`src/include/dout_select_defines.svh`:
```
// Purpose: Offsets, field positions, codes and reset values for the output select
// Assumes: Wishbone byte addresses, 32-bit data
// Notes: Definitions only
`ifndef DOUT_SELECT_DEFINES_SVH
`define DOUT_SELECT_DEFINES_SVH
`define FUNC_DISABLED 8'h00
`define FUNC_CAPTURE_DONE 8'h16
`define FUNC_MOTION_DONE 8'h17
`define FUNC_CAM_AREA 8'h18
`define FUNC_SPEED_REACHED 8'h19
`define FUNC_ZONE_ONE 8'h1A
`define FUNC_SDO_FIRST 8'h30
`define FUNC_SDO_LAST 8'h37
`define NUM_OUTPUTS 5
`define REG_FUNC_BASE 8'h00
`define REG_SW_WORD 8'h14
`define REG_SPEED_THRESH 8'h18
`define REG_ZONE_LOWER 8'h1C
`define REG_ZONE_UPPER 8'h20
`define REG_ABS_DATA 8'h24
`define REG_STATUS 8'h28
`define REG_CONTROL 8'h2C
`define CTRL_ABS_NEXT_BIT 0
`define RESET_FUNC 8'h00
`define RESET_WORD 16'h0000
`endif

```
`src/include/dout_select_pkg.sv`:
```
// Purpose: Types shared by the output select block
// Assumes: Constants live in the defines header
// Notes: None
package dout_select_pkg;
   typedef logic [7:0] func_code_t;
   typedef struct packed {
      logic capture_done;
      logic command_done;
      logic in_position_status;
      logic cam_in_area;
      logic position_register_mode;
      logic speed_mode;
   } drive_status_s;
   typedef enum logic [1:0] {
      ABS_IDLE = 2'b00,
      ABS_PRESENT = 2'b01,
      ABS_FETCHED = 2'b11
   } abs_state_e;
endpackage : dout_select_pkg

```
`src/func_code_store.sv`:
```
// Purpose: Small register memory holding one function code per output
// Assumes: Single clock, synchronous active-high reset
// Notes: Read data registered
`timescale 1ns/100ps
`default_nettype none
`include "dout_select_defines.svh"
module func_code_store
   import dout_select_pkg::*;
(
   input wire logic ref_clk,
   input wire logic rst,
   input wire logic wr_en,
   input wire logic [2:0] wr_index,
   input wire logic [7:0] wr_data,
   input wire logic [2:0] rd_index,
   output logic [7:0] rd_data,
   output logic [`NUM_OUTPUTS*8-1:0] all_codes
);
   logic [7:0] mem [`NUM_OUTPUTS];
   genvar g;
   generate
      for (g = 0; g < `NUM_OUTPUTS; g++) begin : g_entry
         always_ff @(posedge ref_clk) begin
            if (rst) begin
               mem[g] <= `RESET_FUNC;
            end else if (wr_en && wr_index == 3'(g)) begin
               mem[g] <= wr_data;
            end
         end
         assign all_codes[g*8 +: 8] = mem[g];
      end
   endgenerate
   always_ff @(posedge ref_clk) begin
      if (rst) begin
         rd_data <= 8'h00;
      end else if (rd_index < 3'(`NUM_OUTPUTS)) begin
         rd_data <= mem[rd_index];
      end else begin
         rd_data <= 8'h00;
      end
   end
endmodule : func_code_store
`default_nettype wire

```
`src/digital_output_function_select.sv`:
```
// Purpose: Drives configurable digital outputs from selected drive status
// Assumes: Status inputs come from drive logic on ref_clk; absolute enable is a pin
// Notes: Registers on classic Wishbone
//
// The register addresses and the Wishbone interface to the registers were decided locally.
`timescale 1ns/100ps
`default_nettype none
`include "dout_select_defines.svh"
module digital_output_function_select
   import dout_select_pkg::*;
(
   input wire logic ref_clk,
   input wire logic rst,
   input wire logic [31:0] wb_adr_i,
   input wire logic [31:0] wb_dat_i,
   output logic [31:0] wb_dat_o,
   input wire logic wb_we_i,
   input wire logic [3:0] wb_sel_i,
   input wire logic wb_cyc_i,
   input wire logic wb_stb_i,
   output logic wb_ack_o,
   output logic wb_err_o,
   input wire drive_status_s status_in,
   input wire logic position_command_busy,
   input wire logic [15:0] speed_error,
   input wire logic [31:0] monitored_value,
   input wire logic absolute_mode_enable,
   output logic [`NUM_OUTPUTS-1:0] output_pins,
   output logic output_pin_two,
   output logic output_pin_three
);
   logic abs_en_meta;
   logic abs_en;
   logic [15:0] software_output_word;
   logic [15:0] speed_reached_threshold;
   logic [31:0] zone_lower_limit;
   logic [31:0] zone_upper_limit;
   logic [31:0] abs_shift;
   logic [4:0] abs_bit_count;
   logic abs_handshake_ready;
   logic abs_serial_data;
   abs_state_e abs_state;
   abs_state_e next_abs_state;
   logic [`NUM_OUTPUTS*8-1:0] all_codes;
   logic [7:0] code_rd_data;
   logic req;
   logic hit_code;
   logic hit_reg;
   logic rd_code_pending;
   logic [31:0] reg_rd;
   logic next_bit_req;
   logic motion_done_out;
   logic speed_reached_out;
   logic zone_one_out;
   logic [`NUM_OUTPUTS-1:0] func_out;

   // Absolute enable pin synchroniser
   always_ff @(posedge ref_clk) begin
      if (rst) begin
         abs_en_meta <= 1'b0;
         abs_en <= 1'b0;
      end else begin
         abs_en_meta <= absolute_mode_enable;
         abs_en <= abs_en_meta;
      end
   end

   // Bus decode
   assign req = wb_cyc_i && wb_stb_i && !wb_ack_o && !wb_err_o;
   always_comb begin
      hit_code = 1'b0;
      hit_reg = 1'b0;
      if (wb_adr_i[31:8] != 24'h000000 || wb_adr_i[1:0] != 2'b00) begin
         hit_reg = 1'b0;
      end else if (wb_adr_i[7:0] < `REG_SW_WORD) begin
         hit_code = 1'b1;
      end else if (wb_adr_i[7:0] <= `REG_CONTROL) begin
         hit_reg = 1'b1;
      end
   end

   func_code_store u_codes (
      .ref_clk(ref_clk),
      .rst(rst),
      .wr_en(req && hit_code && wb_we_i && wb_sel_i[0]),
      .wr_index(wb_adr_i[4:2]),
      .wr_data(wb_dat_i[7:0]),
      .rd_index(wb_adr_i[4:2]),
      .rd_data(code_rd_data),
      .all_codes(all_codes)
   );

   // Register writes
   always_ff @(posedge ref_clk) begin
      if (rst) begin
         software_output_word <= `RESET_WORD;
         speed_reached_threshold <= `RESET_WORD;
         zone_lower_limit <= 32'h00000000;
         zone_upper_limit <= 32'h00000000;
      end else if (req && hit_reg && wb_we_i) begin
         if (wb_adr_i[7:0] == `REG_SW_WORD) begin
            if (wb_sel_i[0]) software_output_word[7:0] <= wb_dat_i[7:0];
            if (wb_sel_i[1]) software_output_word[15:8] <= wb_dat_i[15:8];
         end else if (wb_adr_i[7:0] == `REG_SPEED_THRESH) begin
            if (wb_sel_i[0]) speed_reached_threshold[7:0] <= wb_dat_i[7:0];
            if (wb_sel_i[1]) speed_reached_threshold[15:8] <= wb_dat_i[15:8];
         end else if (wb_adr_i[7:0] == `REG_ZONE_LOWER) begin
            for (int b = 0; b < 4; b++) begin
               if (wb_sel_i[b]) zone_lower_limit[b*8 +: 8] <= wb_dat_i[b*8 +: 8];
            end
         end else if (wb_adr_i[7:0] == `REG_ZONE_UPPER) begin
            for (int b = 0; b < 4; b++) begin
               if (wb_sel_i[b]) zone_upper_limit[b*8 +: 8] <= wb_dat_i[b*8 +: 8];
            end
         end
      end
   end

   assign next_bit_req = req && hit_reg && wb_we_i && wb_sel_i[0]
      && wb_adr_i[7:0] == `REG_CONTROL && wb_dat_i[`CTRL_ABS_NEXT_BIT];

   // Register read mux
   always_comb begin
      reg_rd = 32'h00000000;
      if (wb_adr_i[7:0] == `REG_SW_WORD) begin
         reg_rd = {16'h0000, software_output_word};
      end else if (wb_adr_i[7:0] == `REG_SPEED_THRESH) begin
         reg_rd = {16'h0000, speed_reached_threshold};
      end else if (wb_adr_i[7:0] == `REG_ZONE_LOWER) begin
         reg_rd = zone_lower_limit;
      end else if (wb_adr_i[7:0] == `REG_ZONE_UPPER) begin
         reg_rd = zone_upper_limit;
      end else if (wb_adr_i[7:0] == `REG_STATUS) begin
         reg_rd = {22'h000000, abs_bit_count, abs_en, abs_handshake_ready,
            abs_serial_data, motion_done_out, speed_reached_out};
      end
   end

   // Bus answer, code reads take a second cycle for the memory
   always_ff @(posedge ref_clk) begin
      if (rst) begin
         wb_ack_o <= 1'b0;
         wb_err_o <= 1'b0;
         wb_dat_o <= 32'h00000000;
         rd_code_pending <= 1'b0;
      end else begin
         wb_ack_o <= 1'b0;
         wb_err_o <= 1'b0;
         rd_code_pending <= 1'b0;
         if (rd_code_pending) begin
            wb_ack_o <= 1'b1;
            wb_dat_o <= {24'h000000, code_rd_data};
         end else if (req && hit_code && !wb_we_i) begin
            rd_code_pending <= 1'b1;
         end else if (req && (hit_code || hit_reg)) begin
            wb_ack_o <= 1'b1;
            wb_dat_o <= wb_we_i ? 32'h00000000 : reg_rd;
         end else if (req) begin
            wb_err_o <= 1'b1;
            wb_dat_o <= 32'h00000000;
         end
      end
   end

   // Absolute position serial handshake
   always_comb begin
      next_abs_state = abs_state;
      case (abs_state)
         ABS_IDLE: if (abs_en) next_abs_state = ABS_PRESENT;
         ABS_PRESENT: if (next_bit_req) next_abs_state = ABS_FETCHED;
         ABS_FETCHED: if (next_bit_req) next_abs_state = ABS_PRESENT;
         default: next_abs_state = ABS_IDLE;
      endcase
      if (!abs_en) next_abs_state = ABS_IDLE;
   end

   always_ff @(posedge ref_clk) begin
      if (rst) begin
         abs_state <= ABS_IDLE;
         abs_shift <= 32'h00000000;
         abs_bit_count <= 5'h00;
      end else begin
         abs_state <= next_abs_state;
         if (req && hit_reg && wb_we_i && wb_adr_i[7:0] == `REG_ABS_DATA) begin
            abs_shift <= wb_dat_i;
            abs_bit_count <= 5'h00;
         end else if (abs_state == ABS_FETCHED && next_bit_req) begin
            abs_shift <= {1'b0, abs_shift[31:1]};
            abs_bit_count <= abs_bit_count + 5'h01;
         end
      end
   end

   assign abs_handshake_ready = (abs_state == ABS_FETCHED);
   assign abs_serial_data = abs_shift[0];

   // Per-status levels
   assign motion_done_out = status_in.command_done && !position_command_busy
      && status_in.in_position_status;
   assign speed_reached_out = status_in.speed_mode
      && speed_error <= speed_reached_threshold;
   assign zone_one_out = monitored_value >= zone_lower_limit
      && monitored_value <= zone_upper_limit;

   // Per-output function selection
   genvar g;
   generate
      for (g = 0; g < `NUM_OUTPUTS; g++) begin : g_pin
         always_comb begin
            func_out[g] = 1'b0;
            case (all_codes[g*8 +: 8])
               `FUNC_CAPTURE_DONE:
                  func_out[g] = status_in.capture_done && status_in.position_register_mode;
               `FUNC_MOTION_DONE: func_out[g] = motion_done_out;
               `FUNC_CAM_AREA:
                  func_out[g] = status_in.cam_in_area && status_in.position_register_mode;
               `FUNC_SPEED_REACHED: func_out[g] = speed_reached_out;
               `FUNC_ZONE_ONE: func_out[g] = zone_one_out;
               default: begin
                  if (all_codes[g*8 +: 8] >= `FUNC_SDO_FIRST
                     && all_codes[g*8 +: 8] <= `FUNC_SDO_LAST) begin
                     func_out[g] = software_output_word[all_codes[g*8 +: 3]];
                  end
               end
            endcase
         end
      end
   endgenerate

   // Registered levels onto the pins
   always_ff @(posedge ref_clk) begin
      if (rst) begin
         output_pins <= '0;
         output_pin_two <= 1'b0;
         output_pin_three <= 1'b0;
      end else begin
         output_pins <= func_out;
         output_pin_two <= abs_en ? abs_handshake_ready : func_out[2];
         output_pin_three <= abs_en ? abs_serial_data : func_out[3];
      end
   end
endmodule : digital_output_function_select
`default_nettype wire

```
`config.mk`:
```
export PLATFORM = sky130hd
export DESIGN_NAME = digital_output_function_select
export DESIGN_NICKNAME = d
export VERILOG_FILES = /design/src/include/dout_select_pkg.sv /design/src/func_code_store.sv /design/src/digital_output_function_select.sv
export VERILOG_INCLUDE_DIRS = /design/src /design/src/include
export SDC_FILE = /design/constraint.sdc
export NUM_CORES = 1
export LEC_CHECK = 0
export BUFFER_PORTS_ARGS = -buffer_cell sky130_fd_sc_hd__buf_2
export CAP_MARGIN = 5
export CORE_UTILIZATION = 40
export CTS_BUF_LIST = sky130_fd_sc_hd__clkbuf_16
export CTS_CLUSTER_SIZE = 20
export DETAILED_ROUTE_END_ITERATION = 12
export GPL_TIMING_DRIVEN = 0
export PLACE_DENSITY = 0.57
export SYNTH_ARGS = -nofsm -noshare
export SYNTH_HDL_FRONTEND = slang
export SYNTH_SLANG_ARGS = --single-unit
```
`constraint.sdc`:
```
create_clock -name ref_clk -period 6.2 [get_ports ref_clk]
set_clock_uncertainty 0.15 [all_clocks]
set_input_delay 1.86 -clock ref_clk [delete_from_list [all_inputs] [get_ports ref_clk]]
set_output_delay 1.86 -clock ref_clk [all_outputs]
set_load 0.1 [all_outputs]
```
==> flow_summary.yaml <==
sta:
  finalSetupTns_ns: 0
  rsz0062_at_grt: "false"
  finalCritPeriodShare: 0.751
  fmax_mhz: 215
  worst_pin_slew_ns: 1.15
  setup_viol: 0
  slew_headroom: 0.227
  period_minus_slack_ns: 4.66
  hold_viol_final: 0
  slew_violations: 0
  holdWs_ns: 0.282
synthesis:
  ys_seq_area_frac: 0.400
  syn_inst: 1322
  synthFlopType: "dfxtp_1"
  synth_simple_gate_area_frac: 0.182
  synth_cell_types: 68
  syn_area_um2: 12400
  synth_top_family_by_area: "simple AND/OR/NAND/NOR gates"
  muxShareOfSynthArea: 0.146
  synthArstFlopShare: 0
  synth_edf_count: 40
  synth_top_area_cell: "dfxtp_1"
  synth_xor_area_frac: 0.00354
  synth_compound_area_frac: 0.131
  syn_area_per_cell_um2: 9.35
  ys.warnings.count: 0
  synth_nets: 1532
  synth_adder_area_share: 0.0820
  synthTopCellsByArea: "dfxtp_1 (30%), mux2i_1 (11%), edfxtp_1 (9.7%), ha_1 (8.2%), nor2_1 (5.6%)"
  synth_top_area_frac: 0.303
  synth_seq_cells: 227
clock_tree:
  path_clk_slew_ns: 0.06
  ctsHoldBuffers: 0
  cts_inserted_buffers: 26
  postCtsSetupRepairBufs: 0
  htree_levels: 1
  cts_resized: 0
  clock_tree.root_cell: "clkbuf_16"
  clock_latency_ns: 0.53
  clock-sinks: 227
  cts_tree: "done"
  max-clock-path-buffers: 3
power_and_ir_drop:
  irDropWorstVdd_uv: 172
  p_per_area_nw_per_um2: 228
  cellLeakagePower_nw: 6.10
  power_mw: 3.29
finish:
  mostFrequentLayoutCells: "dfxtp_1 (187), nor2_1 (184), buf_2 (165)"
  regArea_um2: 4940
  synthToLayoutAreaGrowth_pct: 17.2
  drive_above_1_share: 0.164
  n_fill_cell: 2932
  layout.nets: 1720
  mostFrequentLayoutCell: "dfxtp_1"
  multi_input_area_um2: 6730
floorplan:
  die_area_um2: 31600
  floorplan.initialDensity: 0.411
  io_pins: 170
  core_area_um2: 30000
  die_w_um: 178
  rows: 63
  die_height_um: 178
grt:
  met3_usage: 0.0388
  grt_use_met2: 0.381
  use_met1: 0.348
  grt_start_max_net_pins: 14
  top_usage_layer: "met2"
  grt_antenna_before_repair: 0
  grt-ovfl-total: 0
  track_usage: 0.245
  grt_pass1_vias: 10014
  grt_pass1_wl_um: 58500
placed_design:
  hpwl_um: 30200
  gp_congestion: 0.925
  io_buffers: 159
routing:
  post_drt_via_cell_ratio: 5.53
  drt_iter0_drc: 741
  drt-pass1-iter-count: 5
  wire_per_inst_um: 20.3
  ant_nets: 0
  num_vias: 10622
  drc_errors: 0
  routed_wl_um: 38900
worst_setup_path:
  cp_max_fo: 10
  required_ns: 6.52
  cpMaxStageDelayCell: "nor2_1"
  cp-start-kind: "primary input"
  crit_type: "in2reg"
  slowest_delay_ns: 0.71
  cp_top_family: "simple AND/OR/NAND/NOR gates"
  critPathBufInv: 3
  crit_arrival_ns: 4.97
  worstPathCellList: "buf_2 -> nor4_1 -> nand3b_1 -> nor2_1 -> clkbuf_1 -> clkbuf_1 -> nand2_1 -> o21ai_0 -> a22oi_1 -> nor2_1"
  end_kind: "register"
hold_path:
  hold_path.class: "reg2reg"
job:
  drv_cap: 0
run_status:
  status: "complete, no violations"
[flip-flops by register name, summed over array words and instances (netlist names)]
register                 cells
abs_shift                   32
speed_reached_threshold     16
abs_state                    2
zone_upper_limit            32
output_pin_three             1
output_pin_two               1
abs_en_meta                  1
wb_ack_o                     1
abs_en                       1
u_codes.mem                 40
u_codes.rd_data              8
rd_code_pending              1
wb_dat_o                    32
output_pins                  5
abs_bit_count                5
wb_err_o                     1
software_output_word        16
zone_lower_limit            32
[cell families after synthesis]
| group | Yosys count |
|---|---|
| AO/OA/AOI/OAI | 241 |
| XOR/XNOR | 5 |
| adder cells (fa/ha/maj) | 81 |
| buffers and inverters | 160 |
| flip-flops | 227 |
| multiplexers | 157 |
| AND/OR/NAND/NOR | 451 |
[path summary, 6_finish.rpt]
check / from / endpoint / slack (ns) / depth (start not counted)
worst max-delay path: wb_adr_i[7] / wb_dat_o[31]$_SDFFE_PP0P_ / 1.54 / 10
worst min-delay path: abs_en_meta$_SDFF_PP0_ / abs_en$_SDFF_PP0_ / 0.28 / 1
worst max register to register: zone_upper_limit[23]$_SDFFE_PP0P_ / output_pin_two$_SDFF_PP0_ / 2.77 / 9
worst min register to register: abs_en_meta$_SDFF_PP0_ / abs_en$_SDFF_PP0_ / 0.28 / 1
[layout make-up]
class	instances	share of cell area
clock buffer	27	0.0467
sequential	227	0.342
antenna	1	0.000173
inverter	90	0.0233
buffer	70	0.0236
clock inverter	20	0.0109
timing repair buffer	160	0.0553
multi-input combinational	935	0.465
tap	390	0.0337
[worst register-to-register path, cell delays in order, from the launching register on]
cell,delay (ns)
dfxtp_1,0.35
inv_1,0.06
ha_1,0.30
nand4_1,0.17
nor3_1,0.45
nand3_1,0.18
nor4_1,0.83
buf_2,0.30
o211ai_1,0.12
a31oi_1,0.39
[cell usage after synthesis, drive strengths merged (4+ instances only)]
cell type and count:
a221oi 19, a211oi 37, o211ai 10, mux4 18, dfxtp 187, a31oi 11, clkbuf 55, a221o 4
inv 89, ha 81, or3 7, o21a 4, nor2b 7, o21bai 7, a22oi 21, nand2 70
mux2i 138, edfxtp 40, nand4 14, o22ai 16, nor2 184, o21ai 40, and2 46, nor4 12
and3 6, a21o 9, or2 5, buf 15, nand3 36, a21oi 51, nand3b 5, nor3 24
nor3b 6, nand2b 13
[power breakdown]
part	leakage, nW	switching [mW]	internal (mW)
registers	1.92	0.00930	1.51
logic	3.73	0.169	0.0904
clock network	0.446	0.613	0.903
[through the flow]
stage	setup slack, ns	cell area (µm²)	std cells	utilization
5_1_grt	1.41	14500	1919	0.482
4_1_cts	1.67	14500	1919	0.482
2_1_floorplan	2.12	12400	1322	-
3_3_place_gp	0.936	13600	1871	0.454
6_report	1.54	14500	1920	0.482
3_5_place_dp	1.11	13600	1872	0.454
[metal layers]
layer	vias to the layer above	wire (µm)
met5	-	0
met4	0	909
met3	51	2930
met2	395	16900
met1	5039	18100
li1	5137	-
Note: power is estimated with default switching activity, not from simulation.
